$ cat src/verilog/charger_regs_params.svh
// named offsets, bit positions, reset values and counts for the charger
// event mask and identification register block.
// assumes inclusion by the package and every design file that needs them.
//
// Functional notes
// - unused top id/mask bits read zero
// - id bits 5:3 hold read-only revision
// - id bits 2:0 hold read-only part code
// - mask1 bit7 masks input over-voltage event
// - mask1 bit6 masks input current regulation
// - mask1 bit5 masks battery voltage regulation
// - mask1 bit4 masks battery current regulation
// - mask1 bit3 masks output voltage regulation
// - mask1 bit2 masks input thermistor hot
// - mask1 bit1 masks battery thermistor hot
// - mask1 bit0 masks input reverse current
// - mask2 bit6 masks conversion complete event
// - mask2 bit5 masks switch drop alarm
// - mask2 bit4 masks switch drop over-voltage
// - mask2 bit3 masks input insertion, both edges
// - mask2 bit2 masks battery insertion, both edges
// - mask2 bit1 masks die thermal shutdown
// - mask2 bit0 masks input over-current event
// - masks zero on reset, pin fall, command, watchdog
// - flags set by event, cleared on read
`ifndef CHARGER_REGS_PARAMS_SVH
`define CHARGER_REGS_PARAMS_SVH

`define OFS_ID 8'h00
`define OFS_MASK1 8'h01
`define OFS_MASK2 8'h02
`define OFS_FLAG1 8'h03
`define OFS_FLAG2 8'h04

`define MASK_RESET 8'h00
`define FLAG_RESET 8'h00
`define READ_ZERO 8'h00
`define MASK2_USED 8'h7F
`define FLAG2_USED 8'h7F
`define ID_UNUSED 2'h0

// arbitrary values, not those of any real part
`define REV_DEFAULT 3'h5
`define PART_DEFAULT 3'h3
`define DEV_ADDR_DEFAULT 7'h2A

`define BIT_HI 7
`define BIT_6 6
`define BIT_5 5
`define BIT_4 4
`define BIT_3 3
`define BIT_2 2
`define BIT_1 1
`define BIT_0 0

`define BITS_PER_BYTE 4'h8
`define CNT_ZERO 4'h0
`define CNT_ONE 4'h1
`define PTR_STEP 8'h01
`define EVENT_COUNT 15
`define SYNC_STAGES 2

`endif

$ cat src/verilog/charger_regs_pkg.sv
// types shared by the charger mask/id register block.
// assumes charger_regs_params.svh is on the include path.
`default_nettype none
`include "charger_regs_params.svh"

package charger_regs_pkg;

    typedef struct packed {
        logic input_overvoltage_mask;
        logic input_current_reg_mask;
        logic battery_voltage_reg_mask;
        logic battery_current_reg_mask;
        logic output_voltage_reg_mask;
        logic input_thermistor_hot_mask;
        logic battery_thermistor_hot_mask;
        logic reverse_current_mask;
    } mask_one_t;

    typedef struct packed {
        logic unused_top;
        logic conversion_complete_mask;
        logic drop_alarm_mask;
        logic drop_overvoltage_mask;
        logic input_insertion_mask;
        logic battery_insertion_mask;
        logic thermal_shutdown_mask;
        logic input_overcurrent_mask;
    } mask_two_t;

    typedef struct packed {
        logic [1:0] unused_top;
        logic [2:0] silicon_revision;
        logic [2:0] part_code_field;
    } chip_id_t;

    typedef enum logic [3:0] {
        BUS_IDLE,
        BUS_ADDR,
        BUS_ADDR_ACK,
        BUS_REG,
        BUS_REG_ACK,
        BUS_WDATA,
        BUS_WDATA_ACK,
        BUS_RDATA,
        BUS_RDATA_ACK
    } bus_state_t;

endpackage : charger_regs_pkg

`default_nettype wire

$ cat src/verilog/level_sync.sv
// two-flop synchroniser for a vector of independent asynchronous levels.
// assumes each bit is a slow level; multi-bit words are not kept coherent.
`default_nettype none
`include "charger_regs_params.svh"

module level_sync #(
    parameter int WIDTH = 1,
    parameter logic [WIDTH-1:0] INIT = '0
) (
    input wire logic clock_i,
    input wire logic rst_i,
    input wire logic [WIDTH-1:0] async_i,
    output logic [WIDTH-1:0] sync_o
);
    typedef struct packed {
        logic [WIDTH-1:0] first;
        logic [WIDTH-1:0] second;
    } sync_state_t;

    sync_state_t s_q;
    sync_state_t s_d;

    // the first stage feeds only the second stage
    always_comb begin
        s_d = s_q;
        s_d.first = async_i;
        s_d.second = s_q.first;
    end

    always_ff @(posedge clock_i) begin
        if (rst_i) begin
            s_q <= {INIT, INIT};
        end else begin
            s_q <= s_d;
        end
    end

    assign sync_o = s_q.second;
endmodule // level_sync

`default_nettype wire

$ cat src/verilog/event_flag_bank.sv
// sticky event flags, read-clear, with mask gating onto one interrupt pin.
// assumes events are already synchronised to clock_i.
`default_nettype none
`include "charger_regs_params.svh"

module event_flag_bank #(
    parameter int EVENTS = `EVENT_COUNT
) (
    input wire logic clock_i,
    input wire logic rst_i,
    input wire logic clear_all_i,
    input wire logic [EVENTS-1:0] event_i,
    input wire logic [EVENTS-1:0] mask_i,
    input wire logic clear_low_i,
    input wire logic clear_high_i,
    output logic [EVENTS-1:0] flags_o,
    output logic int_n_o
);
    typedef struct packed {
        logic [EVENTS-1:0] flags;
        logic int_n;
    } flag_state_t;

    flag_state_t s_q;
    flag_state_t s_d;
    logic [EVENTS-1:0] next_flags;

    // low byte is group one, upper bits group two
    genvar g;
    generate
        for (g = 0; g < EVENTS; g++) begin : gen_flag
            logic clr;
            assign clr = (g < `BITS_PER_BYTE) ? clear_low_i : clear_high_i;
            // an event in the clearing cycle survives the clear
            assign next_flags[g] = event_i[g] | (s_q.flags[g] & ~clr);
        end
    endgenerate

    always_comb begin
        s_d = s_q;
        s_d.flags = next_flags;
        // masked flags still latch, they just stay off the pin
        s_d.int_n = ~|(next_flags & ~mask_i);
        if (clear_all_i) begin
            s_d.flags = '0;
            s_d.int_n = 1'b1;
        end
    end

    always_ff @(posedge clock_i) begin
        if (rst_i) begin
            s_q <= '{flags: '0, int_n: 1'b1};
        end else begin
            s_q <= s_d;
        end
    end

    assign flags_o = s_q.flags;
    assign int_n_o = s_q.int_n;
endmodule // event_flag_bank

`default_nettype wire

$ cat src/verilog/charger_irq_mask_id_regs.sv
// two-wire serial slave holding the chip id, two event mask registers
// and the two read-clear event flag registers that the masks gate.
// assumes scl/sda are open-drain pins resolved outside, and that the
// register-reset command bit and watchdog expiry arrive as clock_i pulses.
`default_nettype none
`include "charger_regs_params.svh"

module charger_irq_mask_id_regs
    import charger_regs_pkg::*;
#(
    parameter logic [6:0] DEV_ADDR = `DEV_ADDR_DEFAULT,
    parameter logic [2:0] REVISION = `REV_DEFAULT,
    parameter logic [2:0] PART_CODE = `PART_DEFAULT
) (
    input wire logic clock_i,
    input wire logic rst_i,
    input wire logic scl_i,
    input wire logic sda_i,
    output logic sda_o,
    output logic sda_oe_o,
    input wire logic reset_n_pin_i,
    input wire logic reg_reset_cmd_i,
    input wire logic watchdog_expired_i,
    input wire logic [`EVENT_COUNT-1:0] event_i,
    output logic int_n_o
);

    typedef struct packed {
        bus_state_t st;
        logic scl_prev;
        logic sda_prev;
        logic rstn_prev;
        logic [3:0] cnt;
        logic [7:0] shift;
        logic [7:0] obyte;
        logic [7:0] ptr;
        logic rw;
        logic acked;
        logic sda_oe;
        logic clr_low;
        logic clr_high;
        mask_one_t mask1;
        mask_two_t mask2;
    } regs_state_t;

    regs_state_t s_q;
    regs_state_t s_d;

    localparam int SYNC_W = 3 + `EVENT_COUNT;
    localparam logic [SYNC_W-1:0] SYNC_INIT = {3'b111, {`EVENT_COUNT{1'b0}}};

    logic [SYNC_W-1:0] sync_out;
    logic scl_s;
    logic sda_s;
    logic rstn_s;
    logic [`EVENT_COUNT-1:0] event_s;
    logic [`EVENT_COUNT-1:0] flags;
    logic [`EVENT_COUNT-1:0] mask_vec;
    logic pin_fall;
    logic mask_clear;
    logic start_seen;
    logic stop_seen;
    logic scl_rise;
    logic scl_fall;
    chip_id_t chip_id;
    logic [7:0] rd_data;
    logic byte_done;
    logic addr_match;
    logic flag1_sel;
    logic flag2_sel;
    logic rd_msb;
    logic [2:0] bit_sel;
    logic [7:0] next_ptr;
    logic [7:0] id_byte;
    logic [7:0] mask2_byte;
    logic [7:0] flag1_byte;
    logic [7:0] flag2_byte;

    // scl, sda, the reset pin and the events cross through two flops; the command and watchdog inputs are used unsynchronised
    level_sync #(
        .WIDTH(SYNC_W),
        .INIT(SYNC_INIT)
    ) u_sync (
        .clock_i(clock_i),
        .rst_i(rst_i),
        .async_i({scl_i, sda_i, reset_n_pin_i, event_i}),
        .sync_o(sync_out)
    );

    assign scl_s = sync_out[SYNC_W-1];
    assign sda_s = sync_out[SYNC_W-2];
    assign rstn_s = sync_out[SYNC_W-3];
    assign event_s = sync_out[`EVENT_COUNT-1:0];

    // a falling reset pin, the reset command or watchdog expiry all clear
    assign pin_fall = s_q.rstn_prev & ~rstn_s;
    assign mask_clear = pin_fall | reg_reset_cmd_i | watchdog_expired_i;

    assign start_seen = s_q.scl_prev & scl_s & s_q.sda_prev & ~sda_s;
    assign stop_seen = s_q.scl_prev & scl_s & ~s_q.sda_prev & sda_s;
    assign scl_rise = ~s_q.scl_prev & scl_s;
    assign scl_fall = s_q.scl_prev & ~scl_s;

    // shared decodes keep every byte-end test and pointer step identical
    assign byte_done = (s_q.cnt == `BITS_PER_BYTE);
    assign addr_match = (s_q.shift[7:1] == DEV_ADDR);
    assign next_ptr = s_q.ptr + `PTR_STEP;
    assign flag1_sel = (s_q.ptr == `OFS_FLAG1);
    assign flag2_sel = (s_q.ptr == `OFS_FLAG2);
    assign rd_msb = rd_data[`BIT_HI];
    // msb first: after n bits have gone out, bit 7-n is next
    assign bit_sel = 3'(`BIT_HI - s_q.cnt);

    // identification fields are constants, writes never reach them
    always_comb begin
        chip_id.unused_top = `ID_UNUSED;
        chip_id.silicon_revision = REVISION;
        chip_id.part_code_field = PART_CODE;
    end

    // reserved bits are forced where each byte is formed, so a read
    // can never expose whatever a stray write left in them
    assign id_byte = chip_id;
    assign mask2_byte = s_q.mask2 & `MASK2_USED;
    assign flag1_byte = flags[7:0];
    assign flag2_byte = {1'b0, flags[`EVENT_COUNT-1:8]};

    // read mux; unmapped offsets read zero
    always_comb begin
        unique case (s_q.ptr)
            `OFS_ID: rd_data = id_byte;
            `OFS_MASK1: rd_data = s_q.mask1;
            `OFS_MASK2: rd_data = mask2_byte;
            `OFS_FLAG1: rd_data = flag1_byte;
            `OFS_FLAG2: rd_data = flag2_byte;
            default: rd_data = `READ_ZERO;
        endcase
    end

    // group one fills bits 7:0, group two bits 14:8 of the event vector
    assign mask_vec = {s_q.mask2[6:0], s_q.mask1};

    event_flag_bank #(
        .EVENTS(`EVENT_COUNT)
    ) u_flags (
        .clock_i(clock_i),
        .rst_i(rst_i),
        .clear_all_i(mask_clear),
        .event_i(event_s),
        .mask_i(mask_vec),
        .clear_low_i(s_q.clr_low),
        .clear_high_i(s_q.clr_high),
        .flags_o(flags),
        .int_n_o(int_n_o)
    );

    always_comb begin
        s_d = s_q;
        s_d.scl_prev = scl_s;
        s_d.sda_prev = sda_s;
        s_d.rstn_prev = rstn_s;
        s_d.clr_low = 1'b0;
        s_d.clr_high = 1'b0;

        if (start_seen) begin
            s_d.st = BUS_ADDR;
            s_d.cnt = `CNT_ZERO;
            s_d.sda_oe = 1'b0;
        end else if (stop_seen) begin
            s_d.st = BUS_IDLE;
            s_d.sda_oe = 1'b0;
        end else if (scl_rise) begin
            unique case (s_q.st)
                BUS_ADDR, BUS_REG, BUS_WDATA: begin
                    s_d.shift = {s_q.shift[6:0], sda_s};
                    s_d.cnt = s_q.cnt + `CNT_ONE;
                end
                BUS_RDATA: begin
                    s_d.cnt = s_q.cnt + `CNT_ONE;
                end
                BUS_RDATA_ACK: begin
                    s_d.acked = ~sda_s;
                end
                default: begin
                end
            endcase
        end else if (scl_fall) begin
            unique case (s_q.st)
                BUS_IDLE: begin
                    // clocks with no start in front are other traffic
                end
                BUS_ADDR: begin
                    if (byte_done) begin
                        if (addr_match) begin
                            // ack by pulling low until the next scl fall
                            s_d.st = BUS_ADDR_ACK;
                            s_d.rw = s_q.shift[0];
                            s_d.sda_oe = 1'b1;
                        end else begin
                            // another device: stay off sda until a start
                            s_d.st = BUS_IDLE;
                        end
                    end
                end
                BUS_ADDR_ACK: begin
                    s_d.cnt = `CNT_ZERO;
                    if (s_q.rw) begin
                        s_d.st = BUS_RDATA;
                        s_d.obyte = rd_data;
                        s_d.sda_oe = ~rd_msb;
                        s_d.ptr = next_ptr;
                        // the loaded byte is the one reported, so clear now
                        s_d.clr_low = flag1_sel;
                        s_d.clr_high = flag2_sel;
                    end else begin
                        s_d.st = BUS_REG;
                        s_d.sda_oe = 1'b0;
                    end
                end
                BUS_REG: begin
                    if (byte_done) begin
                        // the offset byte sets the pointer, data steps it
                        s_d.ptr = s_q.shift;
                        s_d.st = BUS_REG_ACK;
                        s_d.sda_oe = 1'b1;
                    end
                end
                BUS_REG_ACK: begin
                    s_d.st = BUS_WDATA;
                    s_d.cnt = `CNT_ZERO;
                    s_d.sda_oe = 1'b0;
                end
                BUS_WDATA: begin
                    if (byte_done) begin
                        s_d.st = BUS_WDATA_ACK;
                        s_d.sda_oe = 1'b1;
                        s_d.ptr = next_ptr;
                        if (s_q.ptr == `OFS_MASK1) begin
                            s_d.mask1.input_overvoltage_mask =
                                s_q.shift[`BIT_HI];
                            s_d.mask1.input_current_reg_mask =
                                s_q.shift[`BIT_6];
                            s_d.mask1.battery_voltage_reg_mask =
                                s_q.shift[`BIT_5];
                            s_d.mask1.battery_current_reg_mask =
                                s_q.shift[`BIT_4];
                            s_d.mask1.output_voltage_reg_mask =
                                s_q.shift[`BIT_3];
                            s_d.mask1.input_thermistor_hot_mask =
                                s_q.shift[`BIT_2];
                            s_d.mask1.battery_thermistor_hot_mask =
                                s_q.shift[`BIT_1];
                            s_d.mask1.reverse_current_mask =
                                s_q.shift[`BIT_0];
                        end
                        if (s_q.ptr == `OFS_MASK2) begin
                            s_d.mask2.unused_top = 1'b0;
                            s_d.mask2.conversion_complete_mask =
                                s_q.shift[`BIT_6];
                            s_d.mask2.drop_alarm_mask =
                                s_q.shift[`BIT_5];
                            s_d.mask2.drop_overvoltage_mask =
                                s_q.shift[`BIT_4];
                            s_d.mask2.input_insertion_mask =
                                s_q.shift[`BIT_3];
                            s_d.mask2.battery_insertion_mask =
                                s_q.shift[`BIT_2];
                            s_d.mask2.thermal_shutdown_mask =
                                s_q.shift[`BIT_1];
                            s_d.mask2.input_overcurrent_mask =
                                s_q.shift[`BIT_0];
                        end
                    end
                end
                BUS_WDATA_ACK: begin
                    s_d.st = BUS_WDATA;
                    s_d.cnt = `CNT_ZERO;
                    s_d.sda_oe = 1'b0;
                end
                BUS_RDATA: begin
                    if (byte_done) begin
                        s_d.st = BUS_RDATA_ACK;
                        s_d.sda_oe = 1'b0;
                    end else begin
                        // msb first; drive low only, a one is released
                        s_d.sda_oe = ~s_q.obyte[bit_sel];
                    end
                end
                BUS_RDATA_ACK: begin
                    if (s_q.acked) begin
                        s_d.st = BUS_RDATA;
                        s_d.cnt = `CNT_ZERO;
                        s_d.obyte = rd_data;
                        s_d.sda_oe = ~rd_msb;
                        s_d.ptr = next_ptr;
                        s_d.clr_low = flag1_sel;
                        s_d.clr_high = flag2_sel;
                    end else begin
                        // master nack ends the read; wait for the stop
                        s_d.st = BUS_IDLE;
                    end
                end
            endcase
        end

        // clearing wins over a write in the same cycle, the reset is the
        // stronger request and writes are rare next to it
        if (mask_clear) begin
            s_d.mask1 = `MASK_RESET;
            s_d.mask2 = `MASK_RESET;
        end
    end

    always_ff @(posedge clock_i) begin
        if (rst_i) begin
            s_q <= '{
                st: BUS_IDLE,
                scl_prev: 1'b1,
                sda_prev: 1'b1,
                rstn_prev: 1'b1,
                cnt: `CNT_ZERO,
                shift: `READ_ZERO,
                obyte: `READ_ZERO,
                ptr: `READ_ZERO,
                rw: 1'b0,
                acked: 1'b0,
                sda_oe: 1'b0,
                clr_low: 1'b0,
                clr_high: 1'b0,
                mask1: `MASK_RESET,
                mask2: `MASK_RESET
            };
        end else begin
            s_q <= s_d;
        end
    end

    // open drain: the pin is only ever pulled low
    assign sda_o = 1'b0;
    assign sda_oe_o = s_q.sda_oe;
endmodule // charger_irq_mask_id_regs

`default_nettype wire

$ cat config.mk
export PLATFORM = sky130hd
export DESIGN_NAME = charger_irq_mask_id_regs
export DESIGN_NICKNAME = d
export VERILOG_FILES = /design/src/verilog/charger_regs_pkg.sv /design/src/verilog/level_sync.sv /design/src/verilog/event_flag_bank.sv /design/src/verilog/charger_irq_mask_id_regs.sv
export VERILOG_INCLUDE_DIRS = /design/src /design/src/verilog
export SDC_FILE = /design/constraint.sdc
export NUM_CORES = 1
export LEC_CHECK = 0
export ABC_AREA = 1
export BUFFER_PORTS_ARGS = -buffer_cell sky130_fd_sc_hd__buf_2
export CAP_MARGIN = 20
export CORE_MARGIN = 1.5
export CORE_UTILIZATION = 65
export DETAILED_ROUTE_END_ITERATION = 16
export PLACE_DENSITY = 0.85
export SLEW_MARGIN = 20
export SYNTH_ARGS = -nofsm -noshare
export SYNTH_HDL_FRONTEND = slang
export SYNTH_SLANG_ARGS = --single-unit
$ cat constraint.sdc
create_clock -name clock_i -period 5.1 [get_ports clock_i]
set_input_delay 0.765 -clock clock_i [delete_from_list [all_inputs] [get_ports clock_i]]
set_output_delay 0.765 -clock clock_i [all_outputs]
set_load 0.02 [all_outputs]
==> results by group <==
Final layout
  – Synth-to-Final Area Change: 7.322%
  – Finished Cell Area: 0.005190 mm²
  – # nets final: 725
  – Layout cells sized above 1: 11.16%
  – Final Util: a little under three quarters
  – Diodes inserted: 0
  – Fillcell total: 634
  – Post-route insts no fill: between 700 and 800

Clock tree
  – Root buf cell: clkbuf_8
  – CTS HTree Levels: 3
  – # Post-CTS Setup Buffers: 0
  – Clk_lat worst skew: 0.38 ns
  – Clk sinks: 107
  – CTS clk-pin slew, worst paths: between 0.1 and 0.15 ns
  – CTS Buffer Depth: 2
  – Hold Buf Count CTS: 0
  – # resized after CTS: 0
  – TritonCTS buffer count: 9
  – CTS tree: done

Die
  – Die X: 89.26 µm
  – Core area: between 0.007 and 0.008 mm²
  – Ports: 25
  – Die Y-Extent: 89.26 µm
  – Rows: 31
  – Die Area: ~0.008 mm²
  – Initial core utilization: 67.03%

Timing
  – RSZ-0062 raised after global routing: false
  – Clk_skew: 0.007899 ns
  – Final setup violation count: 0
  – Final worst setup slack: about 2.5 ns
  – Pins over their slew limit: 0
  – F_max: 0.3913 GHz
  – Slew margin rel.: 46.19%
  – Final hold vios: 0
  – Final worst path period need: 2.556 ns
  – Worst-margin pin slew: 0.8071 ns
  – Setup TNS: 0 ns
  – Final period utilization: around half
  – Min Hold Slack: 0.4070 ns

Placement
  – Cell Area, Placed: 0.004990 mm²
  – Dpl cells: 782
  – PortBufs: 23
  – DP Worst Slack: 2.160 ns
  – RD Place Congestion: 0.9047
  – DP HPWL: slightly below 8000 µm

Global route
  – Vias in the first global route: 3981
  – First-pass GRT wire length: 17600 µm
  – Gr usage total: 28.90%
  – GRT overflow: 0
  – Initial antenna violation count: 0
  – Pin count of the biggest net entering global routing: 51

Worst setup path
  – Crit path kind: primary input to flop
  – CP top delay family: buffers and inverters
  – CP Capture Type: flop
  – Worst Path Max Fanout: 50
  – Critical path buffers and inverters: 2
  – Slowest cell on crit path: clkinv_1
  – Crit path largest cell delay: 0.72 ns
  – CP cell instances: buf_2 > clkinv_1 > nand2_1 > nor2_1 > nand3_1 > nor3_1
  – WP data arrival: 2.82 ns
  – Startpoint Class: primary input
  – Worst Path Required: 5.37 ns

Routing
  – Pre-antenna DRT Iters: 4
  – Total wire length: 10500 µm
  – DR WL/cell: 13.16 µm
  – Via count: 4261
  – Antenna-violating nets left: 0
  – DR DRC count: 0
  – Vias/cell: ~5.3
  – Starting DRT DRC Count: 368

Yosys
  – EDFF count, synth: 0
  – Dominant cells by area after synthesis: dfxtp_1 (44%), nand2_1 (11%), inv_1 (8.0%), nor2_1 (6.9%), a21oi_1 (5.0%)
  – Syn Std Cell Area: between 0.004 and 0.005 mm²
  – Post-synthesis sequential area ratio: 44.29%
  – Yosys warns: 0
  – Syn Inst Count: 676
  – Top FF cell, synth: dfxtp_1
  – Yosys top cell by area: dfxtp_1
  – Post-synth ARST share: 0%
  – Synthesized Nets: 707
  – #FFs+latches synth: between 100 and 150
  – Yosys cell types: 39
  – Yosys top cell area share: around 44%
  – Avg Inst Size Synth: 7.154 µm²

Power
  – Worst vdd ir: approximately 190 µV
  – Pwr per Cell Area: 280.1 mW/mm²
  – Overall power: 1.454 mW
  – Leak pwr: 2.243 nW

Flow run
  – Max cap viols: 0

Status
  – Status: complete, no violations

Worst hold path
  – Worst min path class: flop to flop
==> path summary, 6_finish.rpt <==
check / startpoint / endpoint / slack [ns] / depth (start not counted)
worst max register to register: s_q[51]$_SDFF_PP1_ / s_q[21]$_SDFFE_PP0P_ / 2.98 / 10
worst max-delay path: rst_i / s_q[17]$_SDFF_PP0_ / 2.54 / 6
worst min register to register: u_sync.s_d[10]$_SDFF_PP0_ / u_sync.sync_o[10]$_SDFF_PP0_ / 0.41 / 2
worst min-delay path: u_sync.s_d[10]$_SDFF_PP0_ / u_sync.sync_o[10]$_SDFF_PP0_ / 0.41 / 2
==> registers in the layout, summed over array words and instances, names as in the netlist <==
signal           flops
s_q                 39
u_flags.flags_o     15
mask2_byte           7
u_flags.int_n_o      1
u_sync.s_d          18
sda_oe_o             1
u_sync.sync_o       18
mask_vec             8
==> worst min-delay path, delay by kind of cell, from the launching register on <==
kind                   cells  cell delay (ns)
AND/OR/NAND/NOR            1             0.03
buffers and inverters      1             0.04
flip-flops                 1             0.31
==> metal layers <==
layer | GRT usage (%) | routed length, µm | vias to the layer above
met5 | 0 | 0 | -
met4 | 9.510 | 199 | 0
met3 | 5.355 | 527 | 22
met2 | 49.42 | 4973 | 128
met1 | 36.95 | 4802 | 1950
li1 | - | - | 2161
==> cell usage in the layout (no fill, tap or decap), drive strengths merged, types with 9 or more instances in the layout <==
cell,count
nand2,148
inv,113
dfxtp,107
nor2,100
a21oi,49
nand3,45
o21ai,38
buf,23
clkbuf,10
nand4,9
nor3,9
a21o,9
ha,9
==> final cells by class <==
type                            count  area (µm²)  area share [%]
Clock buffer                       10       137.6           2.652
Clock inverter                      6       62.56           1.205
Timing Repair Buffer               23       115.1           2.218
Tap cell                           99       123.9           2.387
Inverter                          110       412.9           7.956
Sequential cell                   107        2142           41.27
Multi-Input combinational cell    443        2196           42.31
==> where the power goes <==
group	total (mW)	switching [mW]	internal, mW	leakage (nW)
clock network	0.513	0.308	0.205	0.103
registers	0.861	0.00829	0.852	0.871
logic	0.0804	0.0519	0.0285	1.27
total	1.45	0.368	1.09	2.24
==> cells by family (layout without fill, tap and decap cells) <==
kind of cell	after synthesis	after routing	share of synthesized area (%)
adders and majority gates	9	9	2.329
DFF	107	107	44.29
other	1	1	0.07755
and+or+nand+nor	322	322	29.83
buffers and inverters	126	149	10.30
AOI/OAI and AO/OA	109	109	12.81
xor gates and xnor gates	2	2	0.3623
==> synth_stat cells (all sizes together) (9+ instances only) <==
cell,count
a21o,9
a21oi,49
buf,9
dfxtp,107
ha,9
inv,109
nand2,148
nand3,45
nand4,9
nor2,100
nor3,9
o21ai,38
Note: power is estimated with default switching activity, not from simulation.
